**src/hdl/node_cfg_consts.vh**
```
/*
 * Constants of the node configuration message port: token codes,
 * register numbers, storage slots and field padding.
 * Assumes it is included by its bare name from the design files.
 */
`ifndef NODE_CFG_CONSTS_VH
`define NODE_CFG_CONSTS_VH

// ==========================================================================
// Control token codes
// ==========================================================================
`define TOK_WRITE    8'hC0
`define TOK_READ     8'hC1
`define TOK_END      8'h01
`define TOK_ACK      8'h03
`define TOK_NACK     8'h04

// ==========================================================================
// Register numbers
// ==========================================================================
`define RN_IDENT     16'h0000
`define RN_SWDESC    16'h0001
`define RN_SWCFG     16'h0004
`define RN_NODEID    16'h0005
`define RN_PLL       16'h0006
`define RN_SWDIV     16'h0007
`define RN_REFCLK    16'h0008
`define RN_DIRLO     16'h000C
`define RN_DIRHI     16'h000D
`define RN_DBGPIN    16'h0010
`define RN_DBGSRC    16'h001F
`define RN_LINKST    16'h0020
`define RN_PROCESSOR_LINK     16'h0040
`define RN_LINKCFG   16'h0080
`define RN_STATIC    16'h00A0
`define RN_GRP8_MASK 16'hFFF8
`define RN_GRP4_MASK 16'hFFFC

// ==========================================================================
// Storage slots of the writable registers
// ==========================================================================
`define SLOT_SWCFG   6'h00
`define SLOT_DIRLO   6'h05
`define SLOT_DIRHI   6'h06
`define SLOT_DBGPIN  6'h07
`define SLOT_LINKST  6'h08
`define SLOT_PROCESSOR_LINK   6'h10
`define SLOT_LINKCFG 6'h18
`define SLOT_STATIC  6'h20

// ==========================================================================
// Reset values, padding and counts
// ==========================================================================
`define REG_RESET    32'h0000_0000
`define ID_MODE_PAD  6'h00
`define DESC_PAD     16'h0000
`define SYNC_SETTLE  2'h3
`define CNT_RID      2'h2
`define CNT_RNUM     2'h1
`define CNT_DATA     2'h3
`define TX_LEFT_RD   3'h5
`define TX_LEFT_SHORT 3'h1

`endif

```
**src/hdl/cfg_reg_mem.v**
```verilog
/*
 * Small register store for the writable node configuration registers.
 * Assumes one clock, synchronous active-low reset, one access per cycle.
 */
`timescale 1ns/1ps
`include "node_cfg_consts.vh"

module cfg_reg_mem #(
	parameter ADDR_W = 6,
	parameter DATA_W = 32,
	parameter DEPTH  = 40
) (
	input  wire              i_mclk,
	input  wire              i_rst_n,
	input  wire              i_we,
	input  wire              i_re,
	input  wire [ADDR_W-1:0] i_addr,
	input  wire [DATA_W-1:0] i_wdata,
	output reg  [DATA_W-1:0] o_rdata
);

	// ======================================================================
	// Storage words
	// ======================================================================
	reg  [DATA_W-1:0] mem_reg [0:DEPTH-1]; // One word per slot

	genvar g;
	generate
		for (g = 0; g < DEPTH; g = g + 1) begin : g_word
			// Each word clears on reset, loads on a matching write
			always @(posedge i_mclk) begin
				if (!i_rst_n) begin
					mem_reg[g] <= `REG_RESET;
				end else if (i_we && ({{(32-ADDR_W){1'b0}}, i_addr} == g)) begin
					mem_reg[g] <= i_wdata;
				end
			end
		end
	endgenerate

	// ======================================================================
	// Registered read port
	// ======================================================================
	// Read data lands one cycle after the strobe
	always @(posedge i_mclk) begin
		if (!i_rst_n) begin
			o_rdata <= `REG_RESET;
		end else if (i_re) begin
			o_rdata <= (i_addr < DEPTH) ? mem_reg[i_addr] : `REG_RESET;
		end
	end

endmodule // cfg_reg_mem

```
**src/hdl/node_config_message_port.v**
```verilog
/*
 * Node configuration message port: parses read and write request token
 * streams, accesses the node configuration registers and sends replies.
 * Assumes token streams arrive from interconnect logic on i_mclk, and the
 * boot select pins are asynchronous to i_mclk.
 */
//Function
//- Write request: 192, reply id, number, data, 1
//- Write reply: tokens 3,1 or 4,1
//- Read request: 193, reply id, number, 1
//- Read reply: 3, data word, 1; else 4,1
//- Identification register read-only with id fields
//- Boot pins captured at reset, bits 23:16
//- Switch description reports processors and links
//- Registers reachable only through these messages
`timescale 1ns/1ps
`include "node_cfg_consts.vh"

module node_config_message_port #(
	parameter [7:0] CHIP_ID        = 8'h5A, // Arbitrary value
	parameter [7:0] SW_REVISION    = 8'h01, // Arbitrary value
	parameter [7:0] SW_VERSION     = 8'h02, // Arbitrary value
	parameter [7:0] NUM_PROCESSORS = 8'h01,
	parameter [7:0] NUM_LINKS      = 8'h08
) (
	input  wire        i_mclk,
	input  wire        i_rst_n,
	input  wire        i_boot_select_pin_0,
	input  wire        i_boot_select_pin_1,
	input  wire        i_rx_valid,
	input  wire        i_rx_ctrl,
	input  wire [7:0]  i_rx_data,
	output wire        o_rx_ready,
	output wire        o_tx_valid,
	output wire        o_tx_ctrl,
	output wire [7:0]  o_tx_data,
	output wire [23:0] o_tx_dest,
	input  wire        i_tx_ready,
	input  wire [31:0] i_debug_source,
	output wire [15:0] o_node_id
);

	// ======================================================================
	// States
	// ======================================================================
	localparam [2:0] S_IDLE = 3'h0; // Wait for request header
	localparam [2:0] S_RID  = 3'h1; // Reply channel-end bytes
	localparam [2:0] S_RNUM = 3'h2; // Register number bytes
	localparam [2:0] S_DATA = 3'h3; // Write data bytes
	localparam [2:0] S_END  = 3'h4; // Closing token
	localparam [2:0] S_ACC  = 3'h5; // Register access
	localparam [2:0] S_WAIT = 3'h6; // Read data settles
	localparam [2:0] S_TX   = 3'h7; // Reply tokens out

	// ======================================================================
	// Declarations
	// ======================================================================
	reg  [2:0]  state_reg, state_next;     // Sequencer state
	reg  [1:0]  cnt_reg, cnt_next;         // Bytes to come after the next one
	reg         is_wr_reg, is_wr_next;     // Request is a write
	reg  [23:0] rid_reg, rid_next;         // Reply channel end
	reg  [15:0] rnum_reg, rnum_next;       // Register number
	reg  [31:0] wdata_reg, wdata_next;     // Write data word
	reg         ok_reg, ok_next;           // Access succeeded
	reg  [31:0] shift_reg, shift_next;     // Read data to send
	reg  [2:0]  left_reg, left_next;       // Tokens after current
	reg         tx_valid_reg, tx_valid_next, tx_ctrl_reg, tx_ctrl_next; // Reply flags
	reg  [7:0]  tx_data_reg, tx_data_next;
	reg  [15:0] node_id_reg, node_id_next; // Node id shadow
	reg  [1:0]  pin_s1_reg, pin_s2_reg, pin_s3_reg; // Pin synchroniser stages
	reg  [1:0]  settle_reg;                // Cycles since reset release
	reg         cap_done_reg;              // Boot pins captured
	reg  [1:0]  mode_cap_reg;              // Captured boot pins
	reg         hit, rw;                   // Number known; register writable
	reg  [5:0]  slot;                      // Storage slot
	reg  [31:0] rd_value;                  // Read value selected
	wire        rx_take, tx_take;          // Token accepted; token delivered
	wire        mem_we, mem_re;            // Store write and read strobes
	wire [31:0] mem_rdata;                 // Store read data
	wire [31:0] ident_word, desc_word;     // Identification; switch description
	wire [15:0] rnum_rel = rnum_reg - `RN_SWCFG; // Number within switch group

	// ======================================================================
	// Handshakes and outputs
	// ======================================================================
	// Accept tokens only while parsing; parse states are coded lowest
	assign o_rx_ready = (state_reg <= S_END);
	assign rx_take    = i_rx_valid && o_rx_ready;
	assign tx_take    = tx_valid_reg && i_tx_ready;
	assign o_tx_valid = tx_valid_reg;
	assign o_tx_ctrl  = tx_ctrl_reg;
	assign o_tx_data  = tx_data_reg;
	assign o_tx_dest  = rid_reg;
	assign o_node_id  = node_id_reg;

	// ======================================================================
	// Read-only words
	// ======================================================================
	// Identification: chip, boot pins, revision, version
	assign ident_word = {CHIP_ID, `ID_MODE_PAD, mode_cap_reg, SW_REVISION, SW_VERSION};
	// Description: processors above links
	assign desc_word  = {`DESC_PAD, NUM_PROCESSORS, NUM_LINKS};

	// ======================================================================
	// Register number decode
	// ======================================================================
	// Map the number to a slot and read value; read-only numbers never write
	always @* begin
		hit      = 1'b1;
		rw       = 1'b1;
		slot     = `SLOT_SWCFG;
		rd_value = mem_rdata; // Store answers one cycle after the access
		if (rnum_reg == `RN_IDENT) begin
			rw       = 1'b0;
			rd_value = ident_word;
		end else if (rnum_reg == `RN_SWDESC) begin
			rw       = 1'b0;
			rd_value = desc_word;
		end else if (rnum_reg == `RN_DBGSRC) begin
			rw       = 1'b0;
			rd_value = i_debug_source;
		end else if ((rnum_reg >= `RN_SWCFG) && (rnum_reg <= `RN_REFCLK)) begin
			slot = `SLOT_SWCFG + rnum_rel[5:0];
		end else if ((rnum_reg == `RN_DIRLO) || (rnum_reg == `RN_DIRHI)) begin
			slot = `SLOT_DIRLO + {5'h0, rnum_reg[0]}; // High word in next slot
		end else if (rnum_reg == `RN_DBGPIN) begin
			slot = `SLOT_DBGPIN;
		end else if ((rnum_reg & `RN_GRP8_MASK) == `RN_LINKST) begin
			slot = `SLOT_LINKST + {3'h0, rnum_reg[2:0]};
		end else if ((rnum_reg & `RN_GRP4_MASK) == `RN_PROCESSOR_LINK) begin
			slot = `SLOT_PROCESSOR_LINK + {4'h0, rnum_reg[1:0]};
		end else if ((rnum_reg & `RN_GRP8_MASK) == `RN_LINKCFG) begin
			slot = `SLOT_LINKCFG + {3'h0, rnum_reg[2:0]};
		end else if ((rnum_reg & `RN_GRP8_MASK) == `RN_STATIC) begin
			slot = `SLOT_STATIC + {3'h0, rnum_reg[2:0]};
		end else begin
			hit = 1'b0;
			rw  = 1'b0;
		end
	end

	// Store strobes: write only on a legal write, reading always harmless
	assign mem_we = (state_reg == S_ACC) && is_wr_reg && hit && rw;
	assign mem_re = (state_reg == S_ACC) && !is_wr_reg;

	// ======================================================================
	// Register store
	// ======================================================================
	cfg_reg_mem #(.ADDR_W(6), .DATA_W(32), .DEPTH(40)) u_store (
		.i_mclk  (i_mclk),
		.i_rst_n (i_rst_n),
		.i_we    (mem_we),
		.i_re    (mem_re),
		.i_addr  (slot),
		.i_wdata (wdata_reg),
		.o_rdata (mem_rdata)
	);

	// ======================================================================
	// Message sequencer
	// ======================================================================
	// Parse request, access, then emit the reply
	always @* begin
		state_next    = state_reg;
		cnt_next      = cnt_reg;
		is_wr_next    = is_wr_reg;
		rid_next      = rid_reg;
		rnum_next     = rnum_reg;
		wdata_next    = wdata_reg;
		ok_next       = ok_reg;
		shift_next    = shift_reg;
		left_next     = left_reg;
		tx_valid_next = tx_valid_reg;
		tx_ctrl_next  = tx_ctrl_reg;
		tx_data_next  = tx_data_reg;
		node_id_next  = node_id_reg;
		case (state_reg)
			S_IDLE: begin
				// Header token picks write or read; others dropped
				if (rx_take && i_rx_ctrl &&
				    ((i_rx_data == `TOK_WRITE) || (i_rx_data == `TOK_READ))) begin
					is_wr_next = (i_rx_data == `TOK_WRITE);
					cnt_next   = `CNT_RID;
					state_next = S_RID;
				end
			end
			S_RID: begin
				// Three reply id bytes, most significant first
				if (rx_take && i_rx_ctrl) begin
					state_next = S_IDLE;
				end else if (rx_take) begin
					rid_next = {rid_reg[15:0], i_rx_data};
					cnt_next = cnt_reg - 2'h1;
					if (cnt_reg == 2'h0) begin
						cnt_next   = `CNT_RNUM;
						state_next = S_RNUM;
					end
				end
			end
			S_RNUM: begin
				// Two register number bytes; reads skip the data word
				if (rx_take && i_rx_ctrl) begin
					state_next = S_IDLE;
				end else if (rx_take) begin
					rnum_next = {rnum_reg[7:0], i_rx_data};
					cnt_next  = cnt_reg - 2'h1;
					if (cnt_reg == 2'h0) begin
						cnt_next   = `CNT_DATA;
						state_next = is_wr_reg ? S_DATA : S_END;
					end
				end
			end
			S_DATA: begin
				// Four data bytes of a write
				if (rx_take && i_rx_ctrl) begin
					state_next = S_IDLE;
				end else if (rx_take) begin
					wdata_next = {wdata_reg[23:0], i_rx_data};
					cnt_next   = cnt_reg - 2'h1;
					if (cnt_reg == 2'h0) begin
						state_next = S_END;
					end
				end
			end
			S_END: begin
				// Only the closing token completes a request
				if (rx_take && i_rx_ctrl && (i_rx_data == `TOK_END)) begin
					state_next = S_ACC;
				end else if (rx_take) begin
					state_next = S_IDLE;
				end
			end
			S_ACC: begin
				// Success needs a known number, and a writable one for writes
				ok_next = hit && (rw || !is_wr_reg);
				if (mem_we && (rnum_reg == `RN_NODEID)) begin
					node_id_next = wdata_reg[15:0];
				end
				state_next = S_WAIT;
			end
			S_WAIT: begin
				// First reply token: ack or nack
				shift_next    = rd_value;
				tx_valid_next = 1'b1;
				tx_ctrl_next  = 1'b1;
				tx_data_next  = ok_reg ? `TOK_ACK : `TOK_NACK;
				left_next     = (ok_reg && !is_wr_reg) ? `TX_LEFT_RD : `TX_LEFT_SHORT;
				state_next    = S_TX;
			end
			S_TX: begin
				// Advance on each delivered token
				if (tx_take) begin
					left_next = left_reg - 3'h1;
					if (left_reg == 3'h0) begin
						tx_valid_next = 1'b0;
						tx_ctrl_next  = 1'b0;
						tx_data_next  = 8'h00;
						state_next    = S_IDLE;
					end else if (left_reg == 3'h1) begin
						tx_ctrl_next = 1'b1;
						tx_data_next = `TOK_END;
					end else begin
						tx_ctrl_next = 1'b0;
						tx_data_next = shift_reg[31:24];
						shift_next   = {shift_reg[23:0], 8'h00};
					end
				end
			end
			default: begin
				state_next = S_IDLE;
			end
		endcase
	end

	// Sequencer registers
	always @(posedge i_mclk) begin
		if (!i_rst_n) begin
			state_reg    <= S_IDLE;
			cnt_reg      <= 2'h0;
			is_wr_reg    <= 1'b0;
			rid_reg      <= 24'h000000;
			rnum_reg     <= 16'h0000;
			wdata_reg    <= `REG_RESET;
			ok_reg       <= 1'b0;
			shift_reg    <= `REG_RESET;
			left_reg     <= 3'h0;
			tx_valid_reg <= 1'b0;
			tx_ctrl_reg  <= 1'b0;
			tx_data_reg  <= 8'h00;
			node_id_reg  <= 16'h0000;
		end else begin
			state_reg    <= state_next;
			cnt_reg      <= cnt_next;
			is_wr_reg    <= is_wr_next;
			rid_reg      <= rid_next;
			rnum_reg     <= rnum_next;
			wdata_reg    <= wdata_next;
			ok_reg       <= ok_next;
			shift_reg    <= shift_next;
			left_reg     <= left_next;
			tx_valid_reg <= tx_valid_next;
			tx_ctrl_reg  <= tx_ctrl_next;
			tx_data_reg  <= tx_data_next;
			node_id_reg  <= node_id_next;
		end
	end

	// ======================================================================
	// Boot select pin capture
	// ======================================================================
	// Three-stage synchroniser, free running
	always @(posedge i_mclk) begin
		{pin_s3_reg, pin_s2_reg, pin_s1_reg} <= {pin_s2_reg, pin_s1_reg,
		                                         i_boot_select_pin_1, i_boot_select_pin_0};
	end

	// Latch the settled pins once, just after reset release
	always @(posedge i_mclk) begin
		if (!i_rst_n) begin
			settle_reg   <= 2'h0;
			cap_done_reg <= 1'b0;
			mode_cap_reg <= 2'h0;
		end else begin
			if (settle_reg != `SYNC_SETTLE) begin
				settle_reg <= settle_reg + 2'h1;
			end else if (!cap_done_reg && (pin_s2_reg == pin_s3_reg)) begin
				mode_cap_reg <= pin_s3_reg;
				cap_done_reg <= 1'b1;
			end
		end
	end

endmodule // node_config_message_port

```
**config.mk**
```make
export PLATFORM = sky130hd
export DESIGN_NAME = node_config_message_port
export DESIGN_NICKNAME = d
export VERILOG_FILES = /design/src/hdl/cfg_reg_mem.v /design/src/hdl/node_config_message_port.v
export VERILOG_INCLUDE_DIRS = /design/src /design/src/hdl
export SDC_FILE = /design/constraint.sdc
export NUM_CORES = 2
export LEC_CHECK = 0
export BUFFER_PORTS_ARGS = -buffer_cell sky130_fd_sc_hd__buf_2
export CAP_MARGIN = 20
export CORE_MARGIN = 3
export CORE_UTILIZATION = 55
export CTS_CLUSTER_SIZE = 10
export DETAILED_ROUTE_END_ITERATION = 6
export HOLD_SLACK_MARGIN = 0.03
export PLACE_DENSITY = 0.71
export SYNTH_ARGS = -nofsm -noshare
export SYNTH_HDL_FRONTEND = slang
export SYNTH_SLANG_ARGS = --single-unit
```
**constraint.sdc**
```tcl
create_clock -name i_mclk -period 10.25 [get_ports i_mclk]
set_input_delay 1.5375 -clock i_mclk [delete_from_list [all_inputs] [get_ports i_mclk]]
set_output_delay 1.5375 -clock i_mclk [all_outputs]
set_load 0.01 [all_outputs]
```
==> impl_metrics.py <==
metrics = {
    "run_status": {
        "status": "finished, violations left",
        "violations": "design-rule violations",
    },
    "floorplanning": {
        "placement_rows": 127,
        "placeableCoreArea_um2": 120000,
        "ios": 98,
        "initial_core_util_pct": 55.6,
        "die_x_um": 355,
        "die_h_um": 355,
        "dieArea_um2": 126000,
    },
    "sta": {
        "rsz0062_at_grt": "false",
        "period_minus_slack_ps": 5530,
        "maxSlewViolCount": 0,
        "clock.fmax_mhz": 181,
        "final.setup_skew_ps": 28.2,
        "fin_worst_hold_slack_ps": 329,
        "setup_tns_ps": 0,
        "finalWorstSetupSlack_ps": 4720,
        "worst-slew-pin-transition_ps": 1250,
        "worst_slew_margin_rel_pct": 16.5,
        "layout_worst_path_cycle_share_pct": 53.9,
        "hold_viol_final": 0,
        "report.final.setup_viol": 0,
    },
    "min_path": {
        "min_path_type": "flip-flop to flip-flop",
        "min_from": "pin_s1_reg[0]",
        "timing.hold.worst_path_depth": 0,
        "min_delay_worst_endpoint": "pin_s2_reg[0]",
    },
    "yosys": {
        "syn_area_per_cell_um2": 11.7,
        "synth.distinct_cells": 75,
        "synth_most_common_cell": "sky130_fd_sc_hd__edfxtp_1",
        "synth_common_cells": "sky130_fd_sc_hd__edfxtp_1 (1280), sky130_fd_sc_hd__and2_1 (1241), sky130_fd_sc_hd__nand2_1 (749)",
        "async_flop_share_pct": 0,
        "synth_cells": 5701,
        "synthDominantCellAreaShare_pct": 57.5,
        "cell_type_with_the_highest_aggregate_area_in_the_netlist": "sky130_fd_sc_hd__edfxtp_1",
        "synth_seq_cells": 1463,
        "synthesis.area_um2": 66900,
        "synth_enable_flop_cells": 1280,
        "seq_area_frac_synth_pct": 62.9,
        "yosys_warnings": 0,
        "ys.flop_type": "sky130_fd_sc_hd__edfxtp_1",
        "post_synth_main_area_contributors": "sky130_fd_sc_hd__edfxtp_1 (57%), sky130_fd_sc_hd__and2_1 (12%), sky130_fd_sc_hd__dfxtp_1 (5.5%)",
    },
    "drt": {
        "ant_nets": 0,
        "drt_pass_1_iters": 7,
        "detail_route.wl_per_cell_um": 29.3,
        "route.detailed.drc": 5,
        "totalWireLength_mm": 217,
        "drt_iter0_drc": 7595,
        "route.vias.total": 46900,
        "drt-vias-per-instance": 6.33,
    },
    "critical_path": {
        "data_required_time_of_the_worst_path_ps": 10860,
        "timing.rr.start": "rnum_reg[2]",
        "worstRegToRegCells": 15,
        "worst_ep_arrival_time_ps": 6140,
        "r2r_slack_ps": 4720,
        "crit_path_max_fanout": 114,
        "type_of_the_setup_path_with_the_least_slack": "flip-flop to flip-flop",
        "timing.critical_path.to_type": "flip-flop",
        "crit_path_max_incr_delay_ps": 750,
        "timing.critical_path.from_type": "flip-flop",
        "critical-path-top-cell-by-count": "sky130_fd_sc_hd__buf_4",
        "critical_path.slowest_cell": "sky130_fd_sc_hd__buf_4",
        "timing.critical_path.cells": "inv_1, ha_1, and2_1, mux2i_1, nor4_1, buf_4, nor3_4, buf_4, buf_12, buf_4, mux2_2, o21ai_0, a21oi_1, o41ai_1, a31oi_1",
        "timing.rr.end": "u_store.o_rdata[15]",
    },
    "place": {
        "dpl-instance-area_um2": 69600,
        "placement.setup.worst_slack_ps": 4880,
        "detailed_placement_wirelength_estimate_mm": 129,
        "gp_congestion": 0.935,
        "place.port_buffers": 97,
    },
    "cts": {
        "cts.root.buffer_cell": "sky130_fd_sc_hd__clkbuf_16",
        "cts_setup_buffers": 0,
        "cts.hold.buffers_added": 0,
        "clkLatencyLatePin_ps": 770,
        "ctsLongestPathBuffers": 3,
        "cts.clk_slew.worst_paths_ps": 60,
        "cts_tree": "done",
        "cts-buffers-inserted": 166,
        "clock_sinks": 1463,
        "cts_resized": 0,
        "clock_tree.htree_level_count": 4,
    },
    "pwr": {
        "static-leakage-power_nw": 27.4,
        "power.density_nw_per_um2": 169,
        "irDropWorstVdd_mv": 0.137,
    },
    "global_routing": {
        "number_of_global_route_vias_before_repair": 44200,
        "grt.total_usage_pct": 34.1,
        "grt.overflow.total": 0,
        "grt_pass1_wl_mm": 312,
        "pin_count_of_the_biggest_net_entering_global_routing": 162,
        "antenna_violations_before_repair": 25,
    },
    "cells_and_area": {
        "number_of_flip_flops_under_the_largest_register_name": 1280,
        "final.fill_count": 9109,
        "post_route_cells_drive_above_1_share_pct": 12.2,
        "layout.nets": 5740,
        "design_area_final_um2": 74500,
        "syn_to_final_growth_pct": 11.4,
    },
    "run": {
        "cap_viol_max_count": 0,
    },
}
-- placed cells by master, fill, tap and decap left out, types with 112 or more instances in the layout --
cell	instances
sky130_fd_sc_hd__nand2_1	748
sky130_fd_sc_hd__clkbuf_16	172
sky130_fd_sc_hd__buf_4	130
sky130_fd_sc_hd__a21oi_1	257
sky130_fd_sc_hd__mux2i_1	188
sky130_fd_sc_hd__a31oi_1	114
sky130_fd_sc_hd__a211oi_1	136
sky130_fd_sc_hd__nor2_1	112
sky130_fd_sc_hd__o21ai_0	153
sky130_fd_sc_hd__edfxtp_1	1280
sky130_fd_sc_hd__dfxtp_1	165
sky130_fd_sc_hd__and2_1	1241
-- logic make-up after synthesis --
| family | Yosys count | synth area share (%) |
|---|---|---|
| fa+ha+maj | 11 | 0.206 |
| buf+inv | 549 | 3.58 |
| xor+xnor | 4 | 0.0524 |
| compound gates | 981 | 9.46 |
| flops | 1463 | 62.9 |
| simple gates | 2395 | 19.1 |
| other cells | 1 | 0.00561 |
| mux | 297 | 4.65 |
-- worst max path at each step --
stage | slack, ps | startpoint | to | depth (start not counted)
6_report | 4720 | rnum_reg[2] | u_store.o_rdata[15] | 15
5_1_grt | 4530 | rnum_reg[2] | u_store.o_rdata[13] | 15
4_1_cts | 4870 | rnum_reg[7] | u_store.o_rdata[9] | 11
3_5_place_dp | 4880 | rnum_reg[7] | u_store.o_rdata[9] | 11
3_3_place_gp | 4940 | rnum_reg[2] | u_store.o_rdata[13] | 15
2_1_floorplan | 4810 | rnum_reg[2] | u_store.mem_reg[25][0] | 13
-- stage by stage --
stage,cells,utilization [%],power (W)
floorplan,5796,-,0.00711
global placement,7103,57.5,0.00724
detailed placement,7123,57.9,0.00727
CTS,7396,61.9,0.0126
global route,7399,61.9,0.0129
finish,7409,61.9,0.0126
-- per-layer routing --
| layer | global-route usage (%) | share of wire, % | vias to the layer above |
|---|---|---|---|
| li1 | - | - | 20100 |
| met1 | 47.1 | 37 | 23000 |
| met2 | 48.3 | 42 | 3214 |
| met3 | 10.6 | 15 | 566 |
| met4 | 18.4 | 6.0 | 10 |
| met5 | 0 | 0.027 | - |
-- worst max-delay path, delay by kind of cell, from the launching register on --
kind	cells	cell delay (ps)
compound gates	4	770
flops	1	560
simple gates	3	500
buf+inv	5	2340
mux	2	610
fa+ha+maj	1	300
-- report_power, final --
part / switching [W] / internal (W) / leakage, nW
Sequential: 0.0000744 / 0.00674 / 13.7
Clock: 0.00230 / 0.00311 / 2.31
Combinational: 0.000242 / 0.000100 / 11.4
-- cell type report --
cell class	instances	area (µm²)	share of cell area, %
clock buffer	263	4690	6.29
multi-input combinational	3784	23400	31.5
tap	1612	2020	2.71
antenna	10	25.0	0.0336
clock inverter	10	120	0.161
timing repair buffer	255	2030	2.73
inverter	12	50.0	0.0672
sequential	1463	42100	56.6
No activity file was read; power rests on OpenSTA's default activity.
